`config.mk`:
```
export PLATFORM = sky130hd
export DESIGN_NAME = timer_counter
export DESIGN_NICKNAME = d
export VERILOG_FILES = /design/src/core/timer_pkg.sv /design/src/core/edge_sync.sv /design/src/core/prescaler.sv /design/src/core/timer_counter.sv
export SDC_FILE = /design/constraint.sdc
export NUM_CORES = 1
export LEC_CHECK = 0
export ABC_AREA = 1
export BUFFER_PORTS_ARGS = -buffer_cell sky130_fd_sc_hd__buf_2
export CAP_MARGIN = 0
export CORE_ASPECT_RATIO = 0.9
export CORE_MARGIN = 2
export CORE_UTILIZATION = 48
export CTS_CLUSTER_SIZE = 16
export DETAILED_ROUTE_END_ITERATION = 10
export GPL_ROUTABILITY_DRIVEN = 0
export PLACE_DENSITY_LB_ADDON = 0.12
export SLEW_MARGIN = 20
export SYNTH_ARGS = -nofsm -noshare
export SYNTH_HDL_FRONTEND = slang
export SYNTH_SLANG_ARGS = --single-unit
```
`constraint.sdc`:
```
create_clock -name pclk -period 1.5 [get_ports pclk]
set_input_delay 0.225 -clock pclk [delete_from_list [all_inputs] [get_ports pclk]]
set_output_delay 0.225 -clock pclk [all_outputs]
set_load 0.01 [all_outputs]
```
`src/core/timer_pkg.sv`:
```
// Shared constants for the sixteen-bit timer/counter: register map, field positions and helpers.
// Assumes an APB slave with 32-bit data, one aligned word per register, byte addresses in paddr.
package timer_pkg;

  // Register byte addresses.
  localparam logic [7:0] ADDR_CONTROL     = 8'h00;
  localparam logic [7:0] ADDR_COUNT_LOW   = 8'h04;
  localparam logic [7:0] ADDR_COUNT_HIGH  = 8'h08;
  localparam logic [7:0] ADDR_FLAG        = 8'h0C;
  localparam logic [7:0] ADDR_IRQ_ENABLE  = 8'h10;
  localparam logic [7:0] ADDR_OSC_CONTROL = 8'h14;

  // Field positions in timer_one_control.
  localparam int BIT_WIDE      = 7;
  localparam int BIT_STATUS    = 6;
  localparam int BIT_PS_HI     = 5;
  localparam int BIT_PS_LO     = 4;
  localparam int BIT_OSC_EN    = 3;
  localparam int BIT_SYNC_BYP  = 2;
  localparam int BIT_SRC       = 1;
  localparam int BIT_ON        = 0;

  // Field positions in the oscillator control and flag registers.
  localparam int BIT_IDLE_ON_SLEEP = 7;
  localparam int BIT_FLAG          = 0;

  // Reset values and masks.
  localparam logic [7:0]  CONTROL_RESET      = 8'h00;
  localparam logic [7:0]  CONTROL_WRITE_MASK = 8'hBF;
  localparam logic [1:0]  SCS_RESET          = 2'h0;
  localparam logic [1:0]  SCS_SECONDARY      = 2'h1;
  localparam logic [3:0]  COMPARE_SPECIAL    = 4'hB;
  localparam logic [15:0] COUNT_ZERO         = 16'h0000;
  localparam logic [15:0] COUNT_MAX          = 16'hFFFF;
  localparam logic [15:0] COUNT_ONE          = 16'h0001;

  // Instruction clock runs at a quarter of pclk.
  localparam logic [1:0]  PHASE_LAST = 2'h3;
  localparam logic [1:0]  PHASE_STEP = 2'h1;

  // Power-managed states as seen from this block.
  typedef enum logic [1:0] {PM_RUN, PM_SEC_IDLE, PM_SLEEP} power_state_t;

  // Prescale code to the mask of counter bits that must all be set to pass a tick.
  function automatic logic [2:0] prescale_mask(input logic [1:0] code);
    case (code)
      2'h3:    prescale_mask = 3'h7;
      2'h2:    prescale_mask = 3'h3;
      2'h1:    prescale_mask = 3'h1;
      default: prescale_mask = 3'h0;
    endcase
  endfunction

  // Address match helper, used by every register decode.
  function automatic logic hits(input logic [7:0] addr, input logic [7:0] reg_addr);
    hits = (addr == reg_addr);
  endfunction

endpackage

```
`src/core/edge_sync.sv`:
```
// Two-flop synchroniser for an outside clock pin, followed by a rising edge detector.
// Assumes the pin is asynchronous to pclk and slower than half its rate.
`timescale 1ns/1ps
module edge_sync (
  // Clock and reset
  input  wire logic pclk,
  input  wire logic presetn,
  // Pin and result
  input  wire logic pin,
  output logic      rise
);

  logic meta;
  logic stable;
  logic last;

  ////////////////////////////////////////////////////////////////////////////////
  // The first flop feeds only the second; the detector looks at the settled pair.
  always_ff @(posedge pclk or negedge presetn) begin
    if (!presetn) begin
      meta   <= 1'b0;
      stable <= 1'b0;
      last   <= 1'b0;
    end else begin
      meta   <= pin;
      stable <= meta;
      last   <= stable;
    end
  end

  // One-cycle pulse on each low-to-high change.
  assign rise = stable & ~last;

endmodule

```
`src/core/prescaler.sv`:
```
// Input prescaler of the timer: passes one tick in 1, 2, 4 or 8.
// Assumes tick_in is a one-cycle pulse on pclk; clear has priority over counting.
`timescale 1ns/1ps
module prescaler
  import timer_pkg::*;
(
  // Clock and reset
  input  wire logic       pclk,
  input  wire logic       presetn,
  // Control
  input  wire logic       clear,
  input  wire logic [1:0] select,
  // Ticks
  input  wire logic       tick_in,
  output logic            tick_out
);

  logic [2:0] steps;
  wire  [2:0] mask = prescale_mask(select);

  ////////////////////////////////////////////////////////////////////////////////
  // A tick passes when all selected low bits are set, so 00 passes every tick.
  assign tick_out = tick_in & ((steps & mask) == mask);

  // Free running divider; a change of ratio on the fly only shifts the phase.
  always_ff @(posedge pclk or negedge presetn) begin
    if (!presetn) begin
      steps <= 3'h0;
    end else if (clear) begin
      steps <= 3'h0;
    end else if (tick_in) begin
      steps <= steps + 3'h1;
    end
  end

endmodule

```
`src/core/timer_counter.sv`:
```
// Sixteen-bit up timer/counter with prescaler, buffered wide access and oscillator control.
// Assumes an APB master on pclk, the count pin on an outside clock, and a compare unit on pclk.
//
// How it works
// - Wide mode makes count access one 16-bit operation.
// - Status bit shows system clock from our oscillator.
// - Prescale codes divide by 1, 2, 4, 8.
// - Oscillator enable bit powers the crystal amplifier.
// - Bypass bit skips edge alignment, external source only.
// - Source bit picks quarter clock or pin edges.
// - Counter-on bit gates counting, otherwise count holds.
// - While on, both pins forced input, read zero.
// - Wide mode: low read copies high into buffer.
// - Wide mode: high write buffers, low write commits.
// - Low write clears prescaler, high write does not.
// - Oscillator keeps running through all power modes.
// - Clock select 01 runs system from our oscillator.
// - Sleep in secondary run, idle bit clear: idle.
// - Count wraps FFFF to 0000 and sets flag.
// - Interrupt request only when enable bit set.
// - Special compare trigger zeroes count unless asynchronous.
// - Software write beats a coinciding trigger reset.
// - Trigger reset never sets the overflow flag.
//
// The address map and the APB slave port were left to the implementer.
`timescale 1ns/1ps
module timer_counter
  import timer_pkg::*;
(
  // Clock and reset
  input  wire logic        pclk,
  input  wire logic        presetn,
  // APB slave
  input  wire logic        psel,
  input  wire logic        penable,
  input  wire logic        pwrite,
  input  wire logic [7:0]  paddr,
  input  wire logic [31:0] pwdata,
  output logic [31:0]      prdata,
  output logic             pready,
  output logic             pslverr,
  // Count pin (external clock or oscillator output)
  input  wire logic        ext_clock_pin,
  // Pin and oscillator control
  output logic             osc_amp_enable,
  output logic             pins_force_input,
  output logic             port_pins_read_zero,
  // Compare unit
  input  wire logic [3:0]  compare_mode_select,
  input  wire logic        compare_match,
  // Power management
  input  wire logic        sleep_exec,
  input  wire logic        wake_event,
  output logic             osc_clock_status,
  output logic             secondary_idle,
  output logic             full_sleep,
  // Interrupt request
  output logic             timer_irq
);

  logic [7:0]   timer_one_control;
  logic [15:0]  count;
  logic [7:0]   count_high_buffer;
  logic         overflow_flag;
  logic         overflow_irq_enable;
  logic [1:0]   system_clock_select;
  logic         idle_on_sleep;
  logic         ack;
  logic [1:0]   phase;
  logic         edge_pending;
  power_state_t power_state;
  power_state_t next_power_state;
  logic [15:0]  next_count;

  ////////////////////////////////////////////////////////////////////////////////
  // Control fields.
  wire       wide_access_enable = timer_one_control[BIT_WIDE];
  wire [1:0] input_prescale_select = timer_one_control[BIT_PS_HI:BIT_PS_LO];
  wire       osc_enable = timer_one_control[BIT_OSC_EN];
  wire       sync_bypass = timer_one_control[BIT_SYNC_BYP];
  wire       clock_source_select = timer_one_control[BIT_SRC];
  wire       counter_on = timer_one_control[BIT_ON];

  ////////////////////////////////////////////////////////////////////////////////
  // Bus decode. One wait state lets prdata come from a flop and keeps side effects on one edge.
  wire access  = psel & penable & ~ack;
  wire do_wr   = access & pwrite;
  wire do_rd   = access & ~pwrite;
  wire sel_ctl = hits(paddr, ADDR_CONTROL);
  wire sel_lo  = hits(paddr, ADDR_COUNT_LOW);
  wire sel_hi  = hits(paddr, ADDR_COUNT_HIGH);
  wire sel_flg = hits(paddr, ADDR_FLAG);
  wire sel_ien = hits(paddr, ADDR_IRQ_ENABLE);
  wire sel_osc = hits(paddr, ADDR_OSC_CONTROL);
  wire mapped  = sel_ctl | sel_lo | sel_hi | sel_flg | sel_ien | sel_osc;
  wire wr_low  = do_wr & sel_lo;
  wire wr_high = do_wr & sel_hi;
  wire rd_low  = do_rd & sel_lo;
  wire count_write = wr_low | (wr_high & ~wide_access_enable);

  assign pready  = ack;
  assign pslverr = ack & ~mapped;

  // Bus handshake flop.
  always_ff @(posedge pclk or negedge presetn) begin
    if (!presetn) begin
      ack <= 1'b0;
    end else begin
      ack <= access;
    end
  end

  ////////////////////////////////////////////////////////////////////////////////
  // Count sources: instruction tick at a quarter of pclk, or synchronised pin edges.
  logic ext_rise;

  edge_sync u_edge_sync (
    .pclk    (pclk),
    .presetn (presetn),
    .pin     (ext_clock_pin),
    .rise    (ext_rise)
  );

  wire instr_tick = (phase == PHASE_LAST);
  wire aligned_tick = instr_tick & (edge_pending | ext_rise);
  wire ext_tick = sync_bypass ? ext_rise : aligned_tick;
  wire src_tick = clock_source_select ? ext_tick : instr_tick;
  wire is_async = clock_source_select & sync_bypass;

  // Quarter-rate phase and the pending edge that waits for the next instruction cycle.
  always_ff @(posedge pclk or negedge presetn) begin
    if (!presetn) begin
      phase        <= 2'h0;
      edge_pending <= 1'b0;
    end else begin
      phase        <= phase + PHASE_STEP;
      edge_pending <= instr_tick ? 1'b0 : (edge_pending | ext_rise);
    end
  end

  logic scaled_tick;

  prescaler u_prescaler (
    .pclk     (pclk),
    .presetn  (presetn),
    .clear    (wr_low),
    .select   (input_prescale_select),
    .tick_in  (src_tick),
    .tick_out (scaled_tick)
  );

  wire count_tick = counter_on & scaled_tick;
  wire trigger_ok = compare_match & (compare_mode_select == COMPARE_SPECIAL) & ~is_async;
  wire overflow_evt = count_tick & ~count_write & ~trigger_ok & (count == COUNT_MAX);

  ////////////////////////////////////////////////////////////////////////////////
  // Next count: software write first, then trigger reset, then increment with wrap.
  always_comb begin
    next_count = count;
    if (wr_low) begin
      next_count = {wide_access_enable ? count_high_buffer : count[15:8], pwdata[7:0]};
    end else if (wr_high && !wide_access_enable) begin
      next_count = {pwdata[7:0], count[7:0]};
    end else if (trigger_ok) begin
      next_count = COUNT_ZERO;
    end else if (count_tick) begin
      next_count = count + COUNT_ONE;
    end
  end

  // Counter and high byte buffer.
  always_ff @(posedge pclk or negedge presetn) begin
    if (!presetn) begin
      count             <= COUNT_ZERO;
      count_high_buffer <= 8'h00;
    end else begin
      count <= next_count;
      if (wr_high && wide_access_enable) begin
        count_high_buffer <= pwdata[7:0];
      end else if (rd_low && wide_access_enable) begin
        count_high_buffer <= count[15:8];
      end
    end
  end

  ////////////////////////////////////////////////////////////////////////////////
  // Software registers. A set from overflow wins over a clear in the same cycle.
  always_ff @(posedge pclk or negedge presetn) begin
    if (!presetn) begin
      timer_one_control   <= CONTROL_RESET;
      overflow_flag       <= 1'b0;
      overflow_irq_enable <= 1'b0;
      system_clock_select <= SCS_RESET;
      idle_on_sleep       <= 1'b0;
    end else begin
      if (do_wr && sel_ctl) begin
        timer_one_control <= pwdata[7:0] & CONTROL_WRITE_MASK;
      end
      overflow_flag <= overflow_evt | ((do_wr && sel_flg) ? pwdata[BIT_FLAG] : overflow_flag);
      if (do_wr && sel_ien) begin
        overflow_irq_enable <= pwdata[BIT_FLAG];
      end
      if (do_wr && sel_osc) begin
        system_clock_select <= pwdata[1:0];
        idle_on_sleep       <= pwdata[BIT_IDLE_ON_SLEEP];
      end
    end
  end

  ////////////////////////////////////////////////////////////////////////////////
  // Read data, captured on the access edge so the buffer copy and the returned low byte agree.
  wire [7:0] ctl_view = {timer_one_control[7], osc_clock_status, timer_one_control[5:0]};
  wire [7:0] hi_view = wide_access_enable ? count_high_buffer : count[15:8];
  wire [7:0] osc_view = {idle_on_sleep, 5'h00, system_clock_select};
  wire [7:0] read_byte = sel_ctl ? ctl_view :
                         sel_lo  ? count[7:0] :
                         sel_hi  ? hi_view :
                         sel_flg ? {7'h00, overflow_flag} :
                         sel_ien ? {7'h00, overflow_irq_enable} :
                         sel_osc ? osc_view : 8'h00;

  always_ff @(posedge pclk or negedge presetn) begin
    if (!presetn) begin
      prdata <= 32'h0000_0000;
    end else if (do_rd) begin
      prdata <= {24'h00_0000, read_byte};
    end
  end

  ////////////////////////////////////////////////////////////////////////////////
  // Power-managed state. Entering idle from secondary run keeps our oscillator as the clock.
  always_comb begin
    next_power_state = power_state;
    case (power_state)
      PM_RUN: begin
        if (sleep_exec) begin
          if (system_clock_select == SCS_SECONDARY && !idle_on_sleep) begin
            next_power_state = PM_SEC_IDLE;
          end else begin
            next_power_state = PM_SLEEP;
          end
        end
      end
      PM_SEC_IDLE: begin
        if (wake_event) begin
          next_power_state = PM_RUN;
        end
      end
      PM_SLEEP: begin
        if (wake_event) begin
          next_power_state = PM_RUN;
        end
      end
      default: begin
        next_power_state = PM_RUN;
      end
    endcase
  end

  always_ff @(posedge pclk or negedge presetn) begin
    if (!presetn) begin
      power_state <= PM_RUN;
    end else begin
      power_state <= next_power_state;
    end
  end

  ////////////////////////////////////////////////////////////////////////////////
  // Pin, oscillator and status outputs. The amplifier ignores power state so it never stops in sleep.
  assign osc_amp_enable      = osc_enable;
  assign pins_force_input    = counter_on;
  assign port_pins_read_zero = counter_on;
  assign osc_clock_status    = (system_clock_select == SCS_SECONDARY);
  assign secondary_idle      = (power_state == PM_SEC_IDLE);
  assign full_sleep          = (power_state == PM_SLEEP);
  assign timer_irq           = overflow_flag & overflow_irq_enable;
endmodule

```
* After elaboration in Yosys (flattened, before gate mapping)
Index checks and enable logic that the tools add are counted.
** Cells by class
- Add/sub/neg operators :: 3
- Equal/unequal tests :: 18
- Muxes and demuxes :: 24
- Bitwise logic cells :: 37
- Reductions and logical operators :: 19
** Operator list (count)
- $mux 8 :: 9
- $mux 16 :: 4
- $and 1x1->1 :: 20
- $add 16x1->16 const B :: 1
- $eq 16x16->1 const B :: 1
- $eq 8x4->1 const B :: 2
- $eq 8x5->1 const B :: 2
- $pmux 3 s3 :: 1
- $eq 2x2->1 const B :: 4
- $eq 8x3->1 const B :: 1
- $logic_and 1x1->1 :: 8
- $logic_not 8->1 :: 1
- $not 1->1 :: 8
- $or 1x1->1 :: 8
- $eq 2x1->1 const B :: 3
- $mux 2 :: 3
- $mux 3 :: 2
- $eq 4x4->1 const B :: 1
- $mux 1 :: 4
- $ne 2x2->1 const B :: 2
- $pmux 2 s2 :: 1
- $reduce_and 2->1 :: 2
- $reduce_bool 2->1 :: 2
- $reduce_bool 4->1 :: 1
- 9 further kinds :: 10
** Storage, ports and cells
- Bits in registers :: 56
- Input bits :: 53
- Output and inout bits :: 41

* Depth between registers and ports, before layout
- Depth after elaboration :: 12
- Depth in mapped cells :: 13

* Modules after synthesis
From an unflattened synthesis, not the netlist that was laid out.
** Second synthesis, totals
- Cells, all modules :: 514
- Area, all modules :: 3767.4 µm²
** Modules (own cells, without submodules)
- timer_counter :: instances 1, cells each 488, area each 3519.6 µm², sequential area each 1251.2 µm²
- prescaler :: instances 1, cells each 21, area each 162.7 µm², sequential area each 75.1 µm²
- edge_sync :: instances 1, cells each 5, area each 85.1 µm², sequential area each 75.1 µm²

* Worst setup path before layout
No wires, ideal clock.
- Kind :: flip-flop to flip-flop
- Start :: reg ack (netlist: pready)
- End :: reg count_high_buffer[7]
- Setup time :: 0.138 ns
- Data arrival time :: 1.404 ns
- Required time :: 1.362 ns
- Setup slack :: -0.042 ns
- Stages on the path, launching flop included :: 8
- Path buffers :: 1
- Clock period less this slack :: 1.542 ns
- Cells stage by stage :: dfrtp_1 > inv_1 > nand3_2 > nor2_2 > nand3_4 > buf_2 > nand3_1 > o221ai_1
** Between the ends
- Word-level cells in the longest chain between the ends :: 6
- Elaborated cells between the ends (all ways) :: 10
- Classes of those cells :: 1 x mux; 6 x bitwise; 3 x reduce/logical
** Ends and longest elaborated chain
- from (decl) :: RTL line timer_counter.sv:68 : logic ack;
- from (signal assigned) :: RTL line timer_counter.sv:109 : ack <= access;
- $not 1->1 * :: RTL line timer_counter.sv:86 : wire access = psel & penable & ~ack;
- $and 1x1->1 * :: RTL line timer_counter.sv:86
- $and 1x1->1 (on tied branches) :: RTL line timer_counter.sv:87, timer_counter.sv:88
- $and 1x1->1 (on tied branches) :: RTL line timer_counter.sv:97, timer_counter.sv:98
- $logic_and 1x1->1 (on tied branches) :: RTL line timer_counter.sv:178, timer_counter.sv:180
- $mux 8 / $reduce_bool 2->1 (equally long branches)
- to (signal assigned) :: RTL line timer_counter.sv:179 : count_high_buffer <= pwdata[7:0];
- to (signal assigned) :: RTL line timer_counter.sv:181 : count_high_buffer <= count[15:8];
- to (decl) :: RTL line timer_counter.sv:63 : logic [7:0] count_high_buffer;
Mark *: on every way between the ends. The rest lies on a longest branch, timed or not.
A chain may end at the register's enable or synchronous reset.

* Worst setup path after layout
- Start :: reg ack (netlist: pready)
- End :: reg count[7]
** Between the ends
- Word-level cells in the longest chain between the ends :: 7
- Elaborated cells between the ends (all ways) :: 10
- Classes of those cells :: 1 x eq/ne; 1 x mux; 5 x bitwise; 3 x reduce/logical
** Ends and longest elaborated chain
- $not 1->1 * :: RTL line timer_counter.sv:86
- $and 1x1->1 * :: RTL line timer_counter.sv:86
- $and 1x1->1 * :: RTL line timer_counter.sv:87 : wire do_wr = access & pwrite;
- $and 1x1->1 :: RTL line timer_counter.sv:97 : wire wr_high = do_wr & sel_hi;
- $logic_and 1x1->1 :: RTL line timer_counter.sv:162 : end else if (wr_high && !wide_access_enable) begin
- $ne 2x2->1 (no line)
- $reduce_and 2->1 (no line)
- to (signal assigned) :: RTL line timer_counter.sv:177 : count <= next_count;
- to (decl) :: RTL line timer_counter.sv:62 : logic [15:0] count;
Marks and branches as above.

==> metrics.csv <==
stage,metric,value,unit
global_route,initial antenna violation count,0,
clocking,Sink Count,56,
sta,minimum clock period,1.57,ns
placed_design,placed cells,669,
synth,"Seq/Total Area, Yosys",0.393,
setup_path,CP Max Fanout,8,
die,die width,94.8,um
synth,number of synthesized register bits,56,
die,row cnt,29,
synth,Synth cell types,38,
setup_path,CP arrival,1.78,ns
die,CORE AREA,7110,um2
global_route,largest net degree at the start of global routing,57,
finish,Finished Core Util,0.655,
drt,Initial DRC Count,231,
clocking,clk slew on worst S/H paths,0.12,ns
sta,Final Hold Vio Count,0,
die,Die Area,8130,um2
global_route,remaining global-route overflow,0,
setup_path,Crit path max-delay family,compound AO/OA/AOI/OAI gates,
setup_path,CP Capture Type,flip-flop,
finish,most frequent cells in the layout,"131 x nand2_1, 56 x dfrtp_1, 54 x buf_4",
setup_path,CP Cell Sequence,"inv_2, nand3_4, nor2_8, a21oi_4, a21oi_4, inv_4, nand2_2, nand2_1",
global_route,wire length of the first global-routing pass,15800,um
setup_path,highest-delay cell along the critical path,dfrtp_1,
outcome,status,finished with violations,
setup_path,CP max stage delay,0.40,ns
global_route,vias in the first global route,3261,
job,max_cap viols,0,
placed_design,Setup WS pre-CTS,-0.222,ns
finish,FF+latch area,1400,um2
drt,vias per inst,5.15,
clocking,# H-tree levels,2,
setup_path,Worst EP required,1.71,ns
finish,net count reported at finish,657,
synth,Syn Inst Count,488,
clocking,CTS max path bufs,2,
sta,Max Clock Skew,0.0190,ns
clocking,Skew-Pair Late Insertion Delay,0.33,ns
drt,residual DRC count,0,
global_route,GRT Util Overall,0.253,
sta,Final setup viols,17,
sta,RSZ-0062 raised after global routing,yes,
pwr,power density over the cells,835,nW/um2
setup_path,CP most frequent cell,a21oi_4,
clocking,Num CTS Buffers,5,
outcome,failing checks,negative setup slack,
setup_path,CP Class,reg -> reg,
worst_hold_path,min-delay worst type,in -> reg,
setup_path,Worst Setup Start Kind,flip-flop,
pwr,worst vdd ir,0.000681,V
finish,area delta synth->final,30.7,%
sta,post-route clock period utilization,1.05,
finish,"commonest non-fill, non-tap cell in the layout",nand2_1,
finish,Antenna Cells,0,
synth,ys async rst share,1.00,
synth,Post-synth EDFFs,0,
sta,maximum clock frequency,635,MHz
drt,DRT Pass-1 Iters,5,
finish,layout cells sized above 1,0.309,
pwr,Leakage,0.00243,uW
setup_path,Worst Path Buf+Inv,2,
placed_design,number of I/O port buffers,45,
drt,vias,3561,
drt,Antenna Nets Post-Route,0,
die,I/O Pins,94,
sta,Max Slew Vio Count,0,
finish,Final Non-Filler Cells,692,
synth,YS warnings,0,
die,Chip Height,85.7,um
finish,Multi-input gate area,2040,um2
synth,Post-Syn Area per Cell,7.30,um2
clocking,root buffer cell,clkbuf_8,
die,Initial Util,0.501,
drt,Avg WL per Cell,14.6,um
synth,ys flop type,dfrtp_1,
sta,Final WS setup,-0.0748,ns
synth,synthesized cell area,3560,um2
finish,Layout fillers,642,
placed_design,HPWL Detailed,7280,um
drt,final WL,10100,um
clocking,CTS tree,done,
kinds of logic (layout without fill, tap and decap cells):
logic type,count (synthesis),after routing,synth area share
compound gates,70,71,0.118
xor+xnor,9,9,0.0221
fa+ha+maj,6,6,0.0211
buf+inv,91,176,0.129
flops,56,56,0.393
other cells,1,24,0.00105
simple gates,255,257,0.315
registers in the layout (all words and copies together), names as in the netlist:
signal and count:
idle_on_sleep 1, system_clock_select 2, pready 1, overflow_irq_enable 1
overflow_flag 1, count 16, timer_one_control 7, count_high_buffer 8
u_prescaler.steps 3, u_edge_sync.stable 1, u_edge_sync.last 1, edge_pending 1
u_edge_sync.meta 1, prdata 8, power_state 2, phase 2
timing repair:
action | 4_1_cts | 5_1_grt
gates cloned | 1 | 2
hold endpoints to repair | 57 | 0
resized for setup | 43 | 35
hold buffers | 2 | 0
pin swaps | 15 | 10
endpoints found under the setup margin | 37 | 36
setup buffers | 5 | 5
power by group:
part           internal [uW]  leakage (uW)  switching (uW)  total [uW]
clock network            334     0.0000445             561         894
logic                    502       0.00166             638        1140
registers               1680      0.000725             170        1860
synthesized netlist by cell type (6+ instances only):
cell type | instances | share of area
xor2_1 | 7 | 0.017
dfrtp_1 | 56 | 0.39
o221ai_1 | 8 | 0.020
buf_4 | 26 | 0.055
ha_1 | 6 | 0.021
a21oi_1 | 12 | 0.017
nand2_1 | 146 | 0.15
nor2_1 | 54 | 0.057
nand3_1 | 29 | 0.041
inv_1 | 55 | 0.058
nor2_2 | 6 | 0.011
o21ai_0 | 35 | 0.049
a31oi_1 | 6 | 0.011
worst paths after layout:
check / cells past startpoint / slack [ns] / from / end
min reg2reg: 0 / 0.36 / u_edge_sync.meta$_DFF_PN0_ / u_edge_sync.stable$_DFF_PN0_
min: 4 / 0.22 / wake_event / power_state[0]$_DFFE_PN0P_
max reg2reg: 8 / -0.07 / pready$_DFF_PN0_ / count[7]$_DFFE_PN0P_
min in group asynchronous: 3 / 0.40 / presetn / prdata[1]$_DFFE_PN0P_
max: 8 / -0.07 / pready$_DFF_PN0_ / count[7]$_DFFE_PN0P_
max in group asynchronous: 3 / 0.82 / presetn / count[15]$_DFFE_PN0P_
per-layer routing:
metal,up-vias,part of all wire,track usage
li1,1744,-,-
met1,1634,0.45,0.360
met2,165,0.47,0.405
met3,18,0.068,0.0325
met4,0,0.017,0.0791
met5,-,0,0
final cells by class:
type / count / area share
clock buffers: 5 / 0.0148
clock inverters: 3 / 0.00457
inverters: 57 / 0.0476
multi-input cells: 367 / 0.438
flip-flops and latches: 56 / 0.301
well taps: 93 / 0.0250
repair buffers: 111 / 0.169
worst min-delay path: stages:
cell     delay [ns]
buf_2          0.07
o22ai_1        0.05
inv_1          0.09
o32ai_1        0.08
metrics by stage:
step	hold WS, ns	total power (uW)	TNS, ns	cell area (um2)
final	0.221	3890	-0.860	4660
after detailed placement	0.252	2930	-4.45	4180
after global placement	0.251	2890	-3.75	4180
after CTS	0.228	3840	-0.427	4480
after floorplan	-0.0706	2470	0	3660
after global routing	0.243	4120	-3.41	4660
(Power assumes the default switching activity.)
